[config.mk]
export PLATFORM = sky130hd
export DESIGN_NAME = handler_io
export DESIGN_NICKNAME = d
export VERILOG_FILES = /design/src/logic/handler_pkg.sv /design/src/logic/fault_if.sv /design/src/logic/fault_timer.sv /design/src/logic/handler_io.sv
export SDC_FILE = /design/constraint.sdc
export NUM_CORES = 1
export LEC_CHECK = 0
export BUFFER_PORTS_ARGS = -buffer_cell sky130_fd_sc_hd__buf_4
export CAP_MARGIN = 10
export CORE_ASPECT_RATIO = 0.5
export CORE_UTILIZATION = 55
export DETAILED_ROUTE_END_ITERATION = 16
export PLACE_DENSITY = 0.89
export SLEW_MARGIN = 20
export SYNTH_ARGS = -nofsm -noshare
export SYNTH_HDL_FRONTEND = slang
export SYNTH_SLANG_ARGS = --single-unit
[constraint.sdc]
create_clock -name clock -period 4.5 [get_ports clock]
set_input_delay 0.9 -clock clock [delete_from_list [all_inputs] [get_ports clock]]
set_output_delay 0.9 -clock clock [all_outputs]
set_load 0.02 [all_outputs]
[src/logic/handler_pkg.sv]
/*
 * Shared constants and types for the handler signalling block: register
 * map, field positions, reset values, result codes, timing counts.
 * Assumes a 200 MHz system clock and an Avalon-MM register bus.
 */

package handler_pkg;

    // -------------------------------------------------------------
    // clock and timing
    // -------------------------------------------------------------
    localparam int CLOCK_MHZ = 200;
    localparam int EXT_MIN_LOW_NS = 1000;
    localparam int EXT_MIN_LOW_CYC =
        (EXT_MIN_LOW_NS * CLOCK_MHZ + 999) / 1000;
    localparam int FAULT_PULSE_MS = 200;
    localparam int FAULT_PULSE_CYC = FAULT_PULSE_MS * CLOCK_MHZ * 1000;
    localparam int LOW_CNT_W = 8;

    // -------------------------------------------------------------
    // register map (byte offsets)
    // -------------------------------------------------------------
    localparam int ADDR_W = 5;
    localparam logic [ADDR_W-1:0] OFS_CTRL = 5'h00;
    localparam logic [ADDR_W-1:0] OFS_STATUS = 5'h04;
    localparam logic [ADDR_W-1:0] OFS_IRQ_ST = 5'h08;
    localparam logic [ADDR_W-1:0] OFS_IRQ_MSK = 5'h0c;
    localparam logic [ADDR_W-1:0] OFS_RESULT = 5'h10;
    localparam logic [ADDR_W-1:0] OFS_SELFTEST = 5'h14;

    // control fields
    localparam int CTRL_TRIG_EXT = 0;
    localparam int CTRL_CMP_EN = 1;
    localparam int CTRL_SW_TRIG = 2;
    localparam logic CTRL_TRIG_EXT_RST = 1'b0;
    localparam logic CTRL_CMP_EN_RST = 1'b0;

    // interrupt fields
    localparam int IRQ_W = 4;
    localparam int IRQ_ANALOG = 0;
    localparam int IRQ_RESULT = 1;
    localparam int IRQ_POWER = 2;
    localparam int IRQ_HALT = 3;

    // self-test items: ram 1, rom 2, cal 4, user 8, a/d 16, backup 32
    localparam int ST_W = 6;
    localparam logic [ST_W-1:0] ST_CRIT_MASK = 6'h17;
    localparam logic [ST_W-1:0] ST_SOFT_MASK = 6'h28;

    // per-channel comparison codes
    localparam int NCH = 4;
    localparam logic [1:0] CMP_NONE = 2'h0;
    localparam logic [1:0] CMP_HIGH = 2'h1;
    localparam logic [1:0] CMP_IN = 2'h2;
    localparam logic [1:0] CMP_LOW = 2'h3;

    typedef enum logic [2:0] {
        ST_SELFTEST,
        ST_IDLE,
        ST_ANALOG,
        ST_COMPUTE,
        ST_HALT
    } phase_t;

    typedef struct packed {
        phase_t phase;
        logic start_d;
        logic [LOW_CNT_W-1:0] low_cnt;
        logic trig_ext;
        logic cmp_en;
        logic ack;
        logic [31:0] rdata;
        logic [IRQ_W-1:0] irq_st;
        logic [IRQ_W-1:0] irq_msk;
        logic [NCH-1:0] hi;
        logic [NCH-1:0] inb;
        logic [NCH-1:0] lo;
        logic [NCH-1:0] nc;
        logic analog_done;
        logic result_valid;
        logic [ST_W-1:0] st_code;
        logic st_done;
        logic meas_start;
        logic load_def;
        logic [NCH-1:0] hi_n;
        logic [NCH-1:0] in_n;
        logic [NCH-1:0] lo_n;
        logic [NCH-1:0] nc_n;
        logic analog_n;
        logic valid_n;
        logic fault_n;
    } top_state_t;

endpackage : handler_pkg

[src/logic/fault_if.sv]
/*
 * Carrier between the handler block and its fault pulse timer.
 * Assumes both ends share one clock.
 */
`timescale 1ns/10ps
`default_nettype none

interface fault_if;
    logic start; // one-cycle request to begin a pulse
    logic active; // high while the pulse runs
    modport owner (output start, input active);
    modport timer (input start, output active);
endinterface : fault_if

`default_nettype wire

[src/logic/fault_timer.sv]
/*
 * Fault pulse timer: a start request opens a window of CYCLES clocks.
 * Assumes clock enable gating and an asynchronous active-high reset.
 */
`timescale 1ns/10ps
`default_nettype none

module fault_timer
    import handler_pkg::*;
#(
    parameter int CYCLES = FAULT_PULSE_CYC
) (
    input wire logic clock, // system clock
    input wire logic rst, // async reset, active high
    input wire logic ce, // clock enable
    fault_if.timer fi // start in, active out
);
    localparam int CW = $clog2(CYCLES + 1);
    localparam logic [CW-1:0] LOAD = CW'(CYCLES);

    typedef struct packed {
        logic [CW-1:0] cnt;
        logic active;
    } tmr_state_t;

    tmr_state_t s_reg;
    tmr_state_t s_next;

    // -------------------------------------------------------------
    // countdown
    // -------------------------------------------------------------
    // a new failure restarts the window so the pulse never cuts short
    always_comb begin
        s_next = s_reg;
        if (fi.start) begin
            s_next.cnt = LOAD;
            s_next.active = 1'b1;
        end else if (s_reg.cnt > CW'(1)) begin
            s_next.cnt = s_reg.cnt - CW'(1);
        end else begin
            s_next.cnt = '0;
            s_next.active = 1'b0;
        end
    end

    always_ff @(posedge clock or posedge rst) begin
        if (rst) begin
            s_reg <= '0;
        end else if (ce) begin
            s_reg <= s_next;
        end
    end

    assign fi.active = s_reg.active;

endmodule : fault_timer

`default_nettype wire

[src/logic/handler_io.sv]
/*
 * Handler interface logic of a four-channel resistance meter: start
 * qualification, measurement sequencing, negative-true result lines,
 * keyboard lockout, power-on self-test outcome, fault pulse and an
 * Avalon-MM register slave with a level interrupt.
 * Assumes the measurement engine, key scanner and self-test engine sit
 * outside and hand over one-cycle pulses synchronous to clock.
 */
// Chosen here: the Avalon-MM interface to the registers and the register addresses.
`timescale 1ns/10ps
`default_nettype none

module handler_io
    import handler_pkg::*;
#(
    parameter int FAULT_CYCLES = FAULT_PULSE_CYC
) (
    input wire logic clock, // 200 MHz system clock
    input wire logic rst, // async reset, active high
    input wire logic ce, // clock enable, freezes all state
    // avalon-mm slave
    input wire logic [ADDR_W-1:0] address, // byte address
    input wire logic read, // read request
    input wire logic write, // write request
    input wire logic [31:0] writedata, // write data
    output logic [31:0] readdata, // read data
    output logic waitrequest, // stall
    output logic irq, // level interrupt
    // handler pins
    input wire logic external_start_pulse_n, // start, active low
    input wire logic panel_lockout_n, // key lockout, active low
    output logic [NCH-1:0] above_limit_n, // high result
    output logic [NCH-1:0] pass_band_n, // in result
    output logic [NCH-1:0] under_limit_n, // low result
    output logic [NCH-1:0] probe_touch_fail_n, // contact failed
    output logic analog_done_n, // analog part complete
    output logic result_valid_n, // results valid
    output logic fault_pulse_n, // power failure notice
    // measurement engine
    output logic meas_start, // one-cycle start request
    input wire logic analog_done_in, // analog part finished, pulse
    input wire logic compute_done_in, // results ready, pulse
    input wire logic [2*NCH-1:0] meas_code, // 2 bits per channel
    input wire logic [NCH-1:0] contact_fail, // per-channel contact fail
    input wire logic power_fail, // momentary power failure, pulse
    input wire logic halt_error, // fatal error, pulse
    // self-test engine
    input wire logic st_done_in, // power-on test finished, pulse
    input wire logic [ST_W-1:0] st_fail, // failing item bits
    output logic load_defaults, // one-cycle load of default data
    // front panel
    input wire logic key_valid, // key pressed
    output logic key_accept // key may act
);

    top_state_t s_reg;
    top_state_t s_next;
    fault_if fi ();

    // -------------------------------------------------------------
    // fault pulse timer
    // -------------------------------------------------------------
    fault_timer #(
        .CYCLES(FAULT_CYCLES)
    ) u_fault (
        .clock(clock),
        .rst(rst),
        .ce(ce),
        .fi(fi)
    );

    // -------------------------------------------------------------
    // per-channel decode of the comparison code
    // -------------------------------------------------------------
    logic [NCH-1:0] dec_hi;
    logic [NCH-1:0] dec_in;
    logic [NCH-1:0] dec_lo;

    genvar ch;
    generate
        for (ch = 0; ch < NCH; ch++) begin : g_chan
            logic [1:0] code;
            assign code = meas_code[2*ch +: 2];
            assign dec_hi[ch] = (code == CMP_HIGH);
            assign dec_in[ch] = (code == CMP_IN);
            assign dec_lo[ch] = (code == CMP_LOW);
        end
    endgenerate

    // -------------------------------------------------------------
    // bus decode helpers
    // -------------------------------------------------------------
    logic bus_req;
    logic wr_fire;
    logic rd_first;
    logic halted;
    logic start_edge;
    logic sw_trig;
    logic trig;
    logic [31:0] rd_mux;
    logic [IRQ_W-1:0] irq_set;
    logic [IRQ_W-1:0] irq_clr;

    assign bus_req = read | write;
    assign wr_fire = write & s_reg.ack;
    assign rd_first = read & ~s_reg.ack;
    assign halted = (s_reg.phase == ST_HALT);

    // rising edge after a low phase of the guaranteed width
    assign start_edge = external_start_pulse_n & ~s_reg.start_d
        & (s_reg.low_cnt >= LOW_CNT_W'(EXT_MIN_LOW_CYC));
    assign sw_trig = wr_fire && (address == OFS_CTRL)
        && writedata[CTRL_SW_TRIG];
    assign trig = s_reg.trig_ext ? start_edge : sw_trig;

    // read data, unmapped offsets answer zero
    always_comb begin
        rd_mux = '0;
        case (address)
            OFS_CTRL: begin
                rd_mux[CTRL_TRIG_EXT] = s_reg.trig_ext;
                rd_mux[CTRL_CMP_EN] = s_reg.cmp_en;
            end
            OFS_STATUS: begin
                rd_mux[0] = s_reg.result_valid;
                rd_mux[1] = s_reg.analog_done;
                rd_mux[2] = s_reg.st_done;
                rd_mux[3] = ~panel_lockout_n;
                rd_mux[4] = (s_reg.phase == ST_ANALOG)
                    | (s_reg.phase == ST_COMPUTE);
                rd_mux[5] = halted;
            end
            OFS_IRQ_ST: rd_mux[IRQ_W-1:0] = s_reg.irq_st;
            OFS_IRQ_MSK: rd_mux[IRQ_W-1:0] = s_reg.irq_msk;
            OFS_RESULT: begin
                rd_mux[4*NCH-1:0] = {s_reg.nc, s_reg.lo, s_reg.inb,
                    s_reg.hi};
            end
            OFS_SELFTEST: rd_mux[ST_W-1:0] = s_reg.st_code;
            default: rd_mux = '0;
        endcase
    end

    // -------------------------------------------------------------
    // next state
    // -------------------------------------------------------------
    always_comb begin
        s_next = s_reg;
        s_next.meas_start = 1'b0;
        s_next.load_def = 1'b0;
        irq_set = '0;
        irq_clr = '0;

        // start pin watch; count saturates to keep the width honest
        s_next.start_d = external_start_pulse_n;
        if (external_start_pulse_n) begin
            s_next.low_cnt = '0;
        end else if (s_reg.low_cnt != '1) begin
            s_next.low_cnt = s_reg.low_cnt + LOW_CNT_W'(1);
        end

        // one wait state, then the answer
        s_next.ack = bus_req & ~s_reg.ack;
        if (rd_first) begin
            s_next.rdata = rd_mux;
        end
        if (wr_fire) begin
            case (address)
                OFS_CTRL: begin
                    s_next.trig_ext = writedata[CTRL_TRIG_EXT];
                    s_next.cmp_en = writedata[CTRL_CMP_EN];
                end
                OFS_IRQ_ST: irq_clr = writedata[IRQ_W-1:0];
                OFS_IRQ_MSK: s_next.irq_msk = writedata[IRQ_W-1:0];
                default: ;
            endcase
        end

        // measurement sequence
        case (s_reg.phase)
            ST_SELFTEST: begin
                // settings registers are never written from here
                if (st_done_in) begin
                    s_next.st_code = st_fail;
                    s_next.st_done = 1'b1;
                    if ((st_fail & ST_CRIT_MASK) != '0) begin
                        s_next.phase = ST_HALT;
                    end else begin
                        s_next.load_def =
                            ((st_fail & ST_SOFT_MASK) != '0);
                        s_next.phase = ST_IDLE;
                    end
                end
            end
            ST_IDLE: begin
                if (trig) begin
                    s_next.meas_start = 1'b1;
                    s_next.analog_done = 1'b0;
                    s_next.result_valid = 1'b0;
                    s_next.phase = ST_ANALOG;
                end
            end
            ST_ANALOG: begin
                if (analog_done_in) begin
                    s_next.analog_done = 1'b1;
                    irq_set[IRQ_ANALOG] = 1'b1;
                    s_next.phase = ST_COMPUTE;
                end
            end
            ST_COMPUTE: begin
                // results latch only together with result valid
                if (compute_done_in) begin
                    s_next.hi = dec_hi;
                    s_next.inb = dec_in;
                    s_next.lo = dec_lo;
                    s_next.nc = contact_fail;
                    s_next.result_valid = 1'b1;
                    irq_set[IRQ_RESULT] = 1'b1;
                    s_next.phase = ST_IDLE;
                end
            end
            ST_HALT: ; // left only by reset; start edges ignored
            default: s_next.phase = ST_HALT;
        endcase

        if (halt_error && !halted) begin
            s_next.phase = ST_HALT;
            s_next.meas_start = 1'b0;
        end
        if (s_next.phase == ST_HALT && !halted) begin
            irq_set[IRQ_HALT] = 1'b1;
        end
        irq_set[IRQ_POWER] = power_fail;

        // sticky status, a fresh event wins over the clear
        s_next.irq_st = (s_reg.irq_st & ~irq_clr) | irq_set;

        // pin drivers: low is asserted, all released with comparator
        // off; while halted all but the fault line keep their last state
        if (!halted) begin
            if (s_reg.cmp_en) begin
                s_next.hi_n = ~s_reg.hi;
                s_next.in_n = ~s_reg.inb;
                s_next.lo_n = ~s_reg.lo;
                s_next.nc_n = ~s_reg.nc;
                s_next.analog_n = ~s_reg.analog_done;
                s_next.valid_n = ~s_reg.result_valid;
            end else begin
                s_next.hi_n = '1;
                s_next.in_n = '1;
                s_next.lo_n = '1;
                s_next.nc_n = '1;
                s_next.analog_n = 1'b1;
                s_next.valid_n = 1'b1;
            end
        end
        s_next.fault_n = ~(s_reg.cmp_en & fi.active);
    end

    // -------------------------------------------------------------
    // state register
    // -------------------------------------------------------------
    // settings take reset values only here, never from the self-test
    always_ff @(posedge clock or posedge rst) begin
        if (rst) begin
            s_reg <= '0;
            s_reg.phase <= ST_SELFTEST;
            s_reg.start_d <= 1'b1;
            s_reg.trig_ext <= CTRL_TRIG_EXT_RST;
            s_reg.cmp_en <= CTRL_CMP_EN_RST;
            s_reg.hi_n <= '1;
            s_reg.in_n <= '1;
            s_reg.lo_n <= '1;
            s_reg.nc_n <= '1;
            s_reg.analog_n <= 1'b1;
            s_reg.valid_n <= 1'b1;
            s_reg.fault_n <= 1'b1;
        end else if (ce) begin
            s_reg <= s_next;
        end
    end

    // -------------------------------------------------------------
    // outputs
    // -------------------------------------------------------------
    // a power failure starts the timer; a halt does not cut it short
    assign fi.start = ce & power_fail;

    assign waitrequest = bus_req & ~s_reg.ack;
    assign readdata = s_reg.rdata;
    assign irq = |(s_reg.irq_st & s_reg.irq_msk);

    assign above_limit_n = s_reg.hi_n;
    assign pass_band_n = s_reg.in_n;
    assign under_limit_n = s_reg.lo_n;
    assign probe_touch_fail_n = s_reg.nc_n;
    assign analog_done_n = s_reg.analog_n;
    assign result_valid_n = s_reg.valid_n;
    assign fault_pulse_n = s_reg.fault_n;
    assign meas_start = s_reg.meas_start;
    assign load_defaults = s_reg.load_def;

    // keys pass only with the lockout line released
    assign key_accept = key_valid & panel_lockout_n;

endmodule : handler_io

`default_nettype wire

* Word level (Yosys, flattened, before mapping)
Index checks and enable logic that the tools add are counted.
Word-level totals: bits in registers 112, latch bits 0, memory bits (writable) 0, ROM bits 0, input port bits 68, logic and storage cells 143, memories 0
Operators by class: $add $sub $neg 2, $mul 0, div/mod/pow operators 0, magnitude comparators 2, eq/ne operators 27, shifts and indexed selects 0, muxes and demuxes 36, bitwise gates (word level) 25, reduce and logical (&&, ||, !) cells 23
Operators with widths (count):
- 27-bit two-way mux | 1
- 26-bit by 1-bit > comparator with 1-bit output, second input constant | 1
- 26-bit two-way mux | 1
- 26-bit by 1-bit subtractor with 26-bit output, second input constant | 1
- 4-bit inverter | 5
- 18-bit two-way mux | 1
- 3-bit two-way mux | 6
- 2-bit equality test, second input constant | 8
- 8-bit two-way mux | 2
- 1-bit two-way mux | 15
- 3-bit case mux with 5 select lines | 1
- 2-bit case mux with 6 select lines | 1
- 3-bit AND reduction | 4
- 6-bit nonzero test | 2
- 5-bit by 4-bit equality test with 1-bit output, second input constant | 2
- 5-bit equality test, second input constant | 2
- 10-bit two-way mux | 1
- 2-bit case mux with 5 select lines | 1
- 8-bit by 1-bit adder with 8-bit output, second input constant | 1
- 1-bit AND | 8
- 4-bit AND | 2
- 2-bit by 1-bit equality test with 1-bit output, second input constant | 4
- 8-bit >= comparator, second input constant | 1
- 4-bit two-way mux | 2
- other kinds (20) | 42

* Longest topological paths before layout
Gate-level depths: netlist (run 1).
word-level depth 11, mapped depth 7, depth with buffers taken out 7

* Modules after synthesis
Synthesis (run 1) repeated with hierarchy kept, for this count alone.
Unflattened totals: cells, all modules 592, area total of the unflattened synthesis 5953.2 um2
By module, submodules not included:
- handler_io | times used 1, cells an instance 418, area an instance 4310.4 um2, sequential area each 2152.1 um2
- fault_timer | times used 1, cells an instance 174, area an instance 1642.8 um2, sequential area each 675.6 um2

* Worst setup path before layout (run 1)
No wires, ideal clock.
path type input-to-reg, from input port address[4], to register s_reg[50] in the netlist's numbering, library setup time 118 ps, data arrival time 2271 ps, required time 4382 ps, slack 2111 ps, stages 5, buffers on the path 1, cell sequence or4b_2 clkbuf_1 nor3_1 nand2_1 a21o_1
On the way: longest elaborated chain between the ends 6
RTL lines:
- start, declared | RTL line handler_io.sv:22 | input wire logic [ADDR_W-1:0] address,
- 5-bit by 4-bit equality test with 1-bit output | RTL line handler_io.sv:168 | case (address)
- 4-bit two-way mux | RTL line handler_io.sv:168
- 4-bit two-way mux | RTL line handler_io.sv:167 | if (wr_fire) begin
- 4-bit inverter | RTL line handler_io.sv:236 | s_next.irq_st = (s_reg.irq_st & ~irq_clr) | irq_set;
- 4-bit AND | RTL line handler_io.sv:236
- 4-bit bitwise OR | RTL line handler_io.sv:236
- end signal, assigned | RTL line handler_io.sv:279 | s_reg <= s_next;
- end, declared | RTL line handler_io.sv:56 | top_state_t s_reg;
Every way passes these cells. A chain may end at the register's enable or synchronous reset.

* Final worst setup path (run 1)
from register u_fault.s_reg[1] in the netlist's numbering, to register u_fault.s_reg[21] in the netlist's numbering
On the way: longest elaborated chain between the ends 3, elaborated cells between the ends (all ways) 4, classes of those cells add/sub (1); order compare (1); mux (2)
RTL lines:
- start, declared | RTL line fault_timer.sv:26 | tmr_state_t s_reg;
- start signal, assigned | RTL line fault_timer.sv:50 | s_reg <= s_next;
- 26-bit by 1-bit subtractor with 26-bit output or 26-bit by 1-bit > comparator with 1-bit output (tied branches) | RTL line fault_timer.sv:39, fault_timer.sv:38
- 26-bit two-way mux * | RTL line fault_timer.sv:38 | end else if (s_reg.cnt > CW'(1)) begin
- 27-bit two-way mux * | RTL line fault_timer.sv:35 | if (fi.start) begin
Every way passes the cells marked *; elsewhere a longest branch is shown, timed or not.

==> flow_summary.yaml, run 1 <==
run_status:
  status: "completed"
synth:
  synth_ff_type: "dfrtp_1"
  async_reset_ff_frac: 1.00
  syn_area_per_cell_um2: 9.45
  ys_seq_elements: 112
  syn_inst: 603
  netlist_top_cells_area: "dfrtp_1 40%, dfstp_2 9.2%, buf_4 6.3%"
  yosys.area.top_type: "dfrtp_1"
  synth_top_area_frac: 0.404
  ys_types: 58
  ys_seq_area_frac: 0.496
  synth_enable_flop_cells: 0
  syn_area_mm2: 0.00570
  yosysWarningCount: 0
floorplan:
  die_area_mm2: 0.0108
  start_util: 0.584
  die_width_um: 146
  die_h_um: 74.0
  coreArea_mm2: 0.00976
  row_count: 25
  ioPinCount: 124
sta:
  slew_headroom: 0.391
  hold_viol_final: 0
  finClkSkew_ns: 0.00882
  rsz0062_at_grt: "false"
  setup_tns_ns: 0
  drv_slew: 0
  holdWs_ns: 0.441
  finalSetupViolations: 0
  max_freq_mhz: 404
  worst_pin_slew_ns: 0.914
  min_period_over_period: 0.550
  layout_min_cycle_time_ns: 2.48
global_route:
  grt_usage: 0.249
  grt_pass1_wl_um: 20800
  grt_max_degree: 76
  overflow: 0
  grt_antenna_before_repair: 0
  grt_pass1_vias: 4340
routing:
  ant_nets: 0
  wire_per_inst_um: 16.1
  route.vias.total: 4517
  drt_iter0_drc: 345
  drt-total-wl_um: 12500
  viasPerCell: 5.80
  dr.pass1.iters: 5
  drc_errors: 0
cts:
  cts-resized-gates: 0
  root_buffer: "clkbuf_16"
  clk_path_buf_depth: 2
  cts_buffers: 9
  cts_sinks: 112
  clock_latency_ns: 0.35
  cts_tree: "done"
  path_clk_slew_ns: 0.08
  htreeDepth: 3
  cts-hold-fix-buffers: 0
  cts_setup_buffers: 0
power_and_ir_drop:
  power.share.clock: 0.354
  p_seq_frac: 0.493
  power_density_mw_per_mm2: 362
  ir_worst_vdd_mv: 0.191
  p_leak_uw: 0.00289
  combPwrFrac: 0.154
  p_sw_uw: 703
  p_sw_frac: 0.302
  p_int_uw: 1620
min_path:
  hold_path_depth: 1
  hp-class: "reg2reg"
finish:
  nets: 711
  num_antenna_cells: 0
  drive_above_1_share: 0.231
  fin_util: 0.658
  syn_to_final_growth_pct: 12.7
  largest_reg_flops: 48
critical_path:
  crit_fanout: 6
  cp-end-kind: "flip-flop"
  startpoint_type: "flip-flop"
  max_stage_delay_ns: 0.64
  crit_chain: "inv_1, ha_1, or4b_2, nor2_1, nand2_1, o311ai_0, o211ai_1"
  crit_required_ns: 4.71
  worstRegToRegCells: 7
  arrival_ns: 2.69
  ff2ff_setup_slack_ns: 2.02
  setup.worst_path.class: "reg2reg"
  crit_slowest_cell: "or4b_2"
place:
  io_buffers: 79
  place_hpwl_um: 8290
  place_congestion: 0.886
flow_run:
  cap_violations: 0
-- cell usage in the layout, fill, tap and decap left out, types with 5 or more instances in the layout --
cell       synthesis  routed
o2bb2ai_1          5       5
conb_1             1      16
or3_1             10      10
a21oi_1           14      13
nand4_1            5       5
o31ai_1            6       6
clkinv_8           0       5
nor3_1            10      10
o21ai_0           32      32
dfrtp_1           92      92
nand2_1           96      96
a31oi_1           26      26
nor2_1            54      53
nand3_1           22      22
mux2i_1           11      11
buf_4             48      83
inv_1             20      19
o22ai_1            9       9
dfstp_2           20      20
clkbuf_16          0       9
o311ai_0           9       9
mux2_2            14      14
nand3b_1          10      10
-- area by class of cell --
cell class                      instances  area [µm²]
Timing Repair Buffer                   83         623
Clock inverter                          7        98.8
Tap cell                              135         169
Multi-Input combinational cell        413        2400
Fill cell                             758        3340
Sequential cell                       112        2830
Clock buffer                            9         225
Inverter                               20        77.6
-- metal layers --
layer / GRT usage / share of wire / vias to the layer above
met5: 0 / 0 / -
met4: 0.0830 / 0.021 / 0
met3: 0.0589 / 0.055 / 26
met2: 0.440 / 0.49 / 162
met1: 0.310 / 0.43 / 2194
li1: - / - / 2135
-- critical path, delay by kind of cell, from the launching register on --
kind,cells,cell delay (ns)
compound gates,2,0.45
fa+ha+maj,1,0.22
buf+inv,1,0.08
flops,1,0.45
simple gates,3,1.14
-- power by group through the flow --
stage	Sequential [µW]	Combinational, µW	Clock, µW
final	1150	357	822
after global routing	1160	401	875
after CTS	1140	357	837
after detailed placement	1160	354	0
after global placement	1160	345	0
after floorplan	1140	281	0
-- kinds of logic after synthesis --
kind of cell	count (synthesis)	synth area share
compound gates	121	0.140
mux	26	0.0496
flops	112	0.496
other cells	1	0.000658
fa+ha+maj	4	0.00879
xor+xnor	5	0.00769
buf+inv	93	0.0934
simple gates	241	0.203
-- through the flow --
| step | total power (µW) | worst slack [ns] | std cells | cell area, µm² |
|---|---|---|---|---|
| finish | 2320 | 2.02 | 779 | 6420 |
| detailed placement | 1520 | 1.78 | 763 | 6090 |
| global route | 2430 | 1.84 | 779 | 6420 |
| CTS | 2340 | 2.05 | 779 | 6420 |
| global placement | 1500 | 1.80 | 763 | 6090 |
| floorplan | 1420 | 0.674 | 618 | 5750 |
-- synthesized netlist by cell type (3+ instances only) --
cell type / number
dfrtp_1: 92
nand4_1: 5
a31oi_1: 26
mux2i_1: 11
xor2_1: 3
o21ai_0: 32
nand2_1: 96
nand3_1: 22
nor2_1: 54
nand3b_1: 10
nor2b_1: 4
a21oi_1: 14
and2_1: 3
dfstp_2: 20
o2bb2ai_1: 5
clkbuf_1: 23
nand2b_1: 3
o311ai_0: 9
nor4_1: 4
o31ai_1: 6
o22ai_1: 9
ha_1: 4
nor3_1: 10
mux2_2: 14
or3_1: 10
a21o_1: 3
inv_1: 20
or2_2: 3
buf_4: 48
-- final timing paths --
check,startpoint,end
hold / removal,u_fault.fi.active$_DFFE_PP0P_,fault_pulse_n$_DFFE_PP1P_
setup / recovery,u_fault.s_reg[1]$_DFFE_PP0P_,u_fault.s_reg[21]$_DFFE_PP0P_
min in group asynchronous,rst,readdata[2]$_DFFE_PP0P_
setup reg to reg,u_fault.s_reg[1]$_DFFE_PP0P_,u_fault.s_reg[21]$_DFFE_PP0P_
max in group asynchronous,rst,above_limit_n[0]$_DFFE_PP1P_
hold reg to reg,u_fault.fi.active$_DFFE_PP0P_,fault_pulse_n$_DFFE_PP1P_
(Power assumes the default switching activity.)
==> run 2, diff against run 1 <==
- ABC_AREA: not set -> 1
- CORE_UTILIZATION: 55 -> 50
- PLACE_DENSITY: 0.89 -> 0.84
- clock period: 4.5 -> 2.2 ns (I/O delays scaled with it)
==> flow_summary.yaml, run 2 <==
synth:
  syn_area_per_cell_um2: 8.27
  ys_seq_area_frac: 0.457
  netlist_top_cells_area: "dfrtp_1 37%, nand2_1 10%, dfstp_2 8.5%"
  synth_enable_flop_cells: 0
  syn_inst: 748
  syn_area_mm2: 0.00618
  ys_seq_elements: 112
  synth_top_area_frac: 0.372
  synth_ff_type: "dfrtp_1"
  yosys.area.top_type: "dfrtp_1"
  yosysMostFrequentCell: "nand2_1"
  ys_types: 42
  yosysWarningCount: 0
  async_reset_ff_frac: 1.00
  synth_common_cells: "167 x nand2_1, 92 x dfrtp_1, 83 x inv_1"
cts:
  cts_tree: "done"
  cts-resized-gates: 0
  cts_setup_buffers: 0
  cts_buffers: 9
  cts-hold-fix-buffers: 0
  htreeDepth: 3
  clk_path_buf_depth: 2
  cts_sinks: 112
  path_clk_slew_ns: 0.08
  clock_latency_ns: 0.36
  root_buffer: "clkbuf_16"
routing:
  drt-total-wl_um: 13700
  ant_nets: 0
  viasPerCell: 5.25
  wire_per_inst_um: 14.2
  drt_iter0_drc: 319
  route.vias.total: 5062
  drc_errors: 0
  dr.pass1.iters: 7
global_route:
  grt_usage: 0.226
  grt_antenna_before_repair: 0
  grt_pass1_vias: 4729
  grt_pass1_wl_um: 23000
  grt_max_degree: 113
  overflow: 0
critical_path:
  setup.worst_path.class: "reg2reg"
  arrival_ns: 2.04
  ff2ff_setup_slack_ns: 0.39
  startpoint_type: "flip-flop"
  crit_required_ns: 2.43
  reg2reg_from: "u_fault.s_reg[1]$_DFFE_PP0P_"
  r2r_end: "u_fault.s_reg[11]$_DFFE_PP0P_"
  worstRegToRegCells: 9
  crit_fanout: 17
  cp-end-kind: "flip-flop"
floorplan:
  die_h_um: 80.6
  start_util: 0.518
  die_width_um: 159
  row_count: 28
  coreArea_mm2: 0.0119
  die_area_mm2: 0.0128
  ioPinCount: 124
place:
  place_congestion: 0.929
  io_buffers: 79
  place_hpwl_um: 9810
  pre_cts_ws_ns: 0.388
  placed_area_mm2: 0.00665
sta:
  finClkSkew_ns: 0.0121
  finalSetupViolations: 0
  worst_pin_slew_ns: 0.772
  holdWs_ns: 0.253
  slew_headroom: 0.485
  layout_min_cycle_time_ns: 1.81
  hold_viol_final: 0
  drv_slew: 0
  timing.final.ws_setup_ns: 0.386
  min_period_over_period: 0.824
  setup_tns_ns: 0
  rsz0062_at_grt: "false"
  max_freq_mhz: 551
finish:
  regArea_mm2: 0.00283
  fin_util: 0.582
  drive_above_1_share: 0.215
  layout_commonest_cell: "nand2_1"
  multi_input_area_mm2: 0.00261
  nFillCells: 1028
  final_cell_mix: "167 x nand2_1, 92 x dfrtp_1, 85 x buf_4"
  nets: 867
  largest_reg_flops: 48
  final_area_mm2: 0.00696
  num_antenna_cells: 0
  syn_to_final_growth_pct: 12.5
power_and_ir_drop:
  power_density_mw_per_mm2: 810
  p_leak_uw: 0.00339
  ir_worst_vdd_mv: 0.442
flow_run:
  cap_violations: 0
run_status:
  status: "completed"
min_path:
  hp-class: "in2async"
-- run 2: cell count changes after synthesis, moves of 11 or more --
cell / previous run / this run
o21ai_0: 32 / 54
nand2_1: 96 / 167
mux2i_1: 11 / 0
inv_1: 20 / 83
mux2_2: 14 / 2
nor2_1: 54 / 82
clkbuf_1: 23 / 4
xor2_1: 3 / 17
nand3_1: 22 / 44
-- run 2: power by group --
part	total [µW]	internal [µW]	switching [µW]
clock	1660	812	848
combinational	1390	543	844
sequential	2590	2380	203
-- run 2: worst max path at each step --
| stage | from | end | depth (start not counted) |
|---|---|---|---|
| 2_1_floorplan | rst | load_defaults$_DFFE_PP0P_ | 1 |
| 6_report | u_fault.s_reg[1]$_DFFE_PP0P_ | u_fault.s_reg[11]$_DFFE_PP0P_ | 9 |
| 4_1_cts | u_fault.s_reg[1]$_DFFE_PP0P_ | u_fault.s_reg[25]$_DFFE_PP0P_ | 9 |
| 3_5_place_dp | u_fault.s_reg[1]$_DFFE_PP0P_ | u_fault.s_reg[25]$_DFFE_PP0P_ | 9 |
| 5_1_grt | u_fault.s_reg[1]$_DFFE_PP0P_ | u_fault.s_reg[16]$_DFFE_PP0P_ | 9 |
| 3_3_place_gp | u_fault.s_reg[1]$_DFFE_PP0P_ | u_fault.s_reg[25]$_DFFE_PP0P_ | 9 |
-- run 2: critical path: stages (launching register included) --
cell      delay [ns]
dfrtp_1         0.43
inv_1           0.10
ha_1            0.26
nand2_4         0.11
nor2_8          0.13
nand3b_4        0.10
nand2_4         0.07
nand2_4         0.10
nand2_4         0.24
o21ai_0         0.13
-- run 2: cell type report --
cell class | instances | area share
Clock inverter | 7 | 0.0122
Clock buffer | 9 | 0.0324
Multi-Input combinational cell | 496 | 0.376
Sequential cell | 112 | 0.406
Timing Repair Buffer | 86 | 0.0946
Inverter | 90 | 0.0491
Tap cell | 165 | 0.0297
-- run 2: through the flow --
step                total power, µW  std cells
floorplan                      3710        763
global placement               3960        949
detailed placement             4010        949
CTS                            5660        965
global route                   5910        965
finish                         5640        965
-- run 2: kinds of logic after synthesis --
kind of cell / after synthesis / share of synthesized area
buffers and inverters: 155 / 0.129
multiplexers: 3 / 0.00728
other: 1 / 0.000606
AND/OR/NAND/NOR: 338 / 0.249
flip-flops: 112 / 0.457
AO/OA/AOI/OAI: 115 / 0.121
adder cells (fa/ha/maj): 4 / 0.00809
XOR/XNOR: 20 / 0.0283
-- run 2: metal layers --
| metal | part of all wire | vias to the layer above | GRT usage |
|---|---|---|---|
| met5 | 0 | - | 0 |
| met4 | 0.013 | 0 | 0.0702 |
| met2 | 0.49 | 183 | 0.396 |
| met1 | 0.44 | 2408 | 0.284 |
| li1 | - | 2449 | - |
| met3 | 0.057 | 22 | 0.0455 |
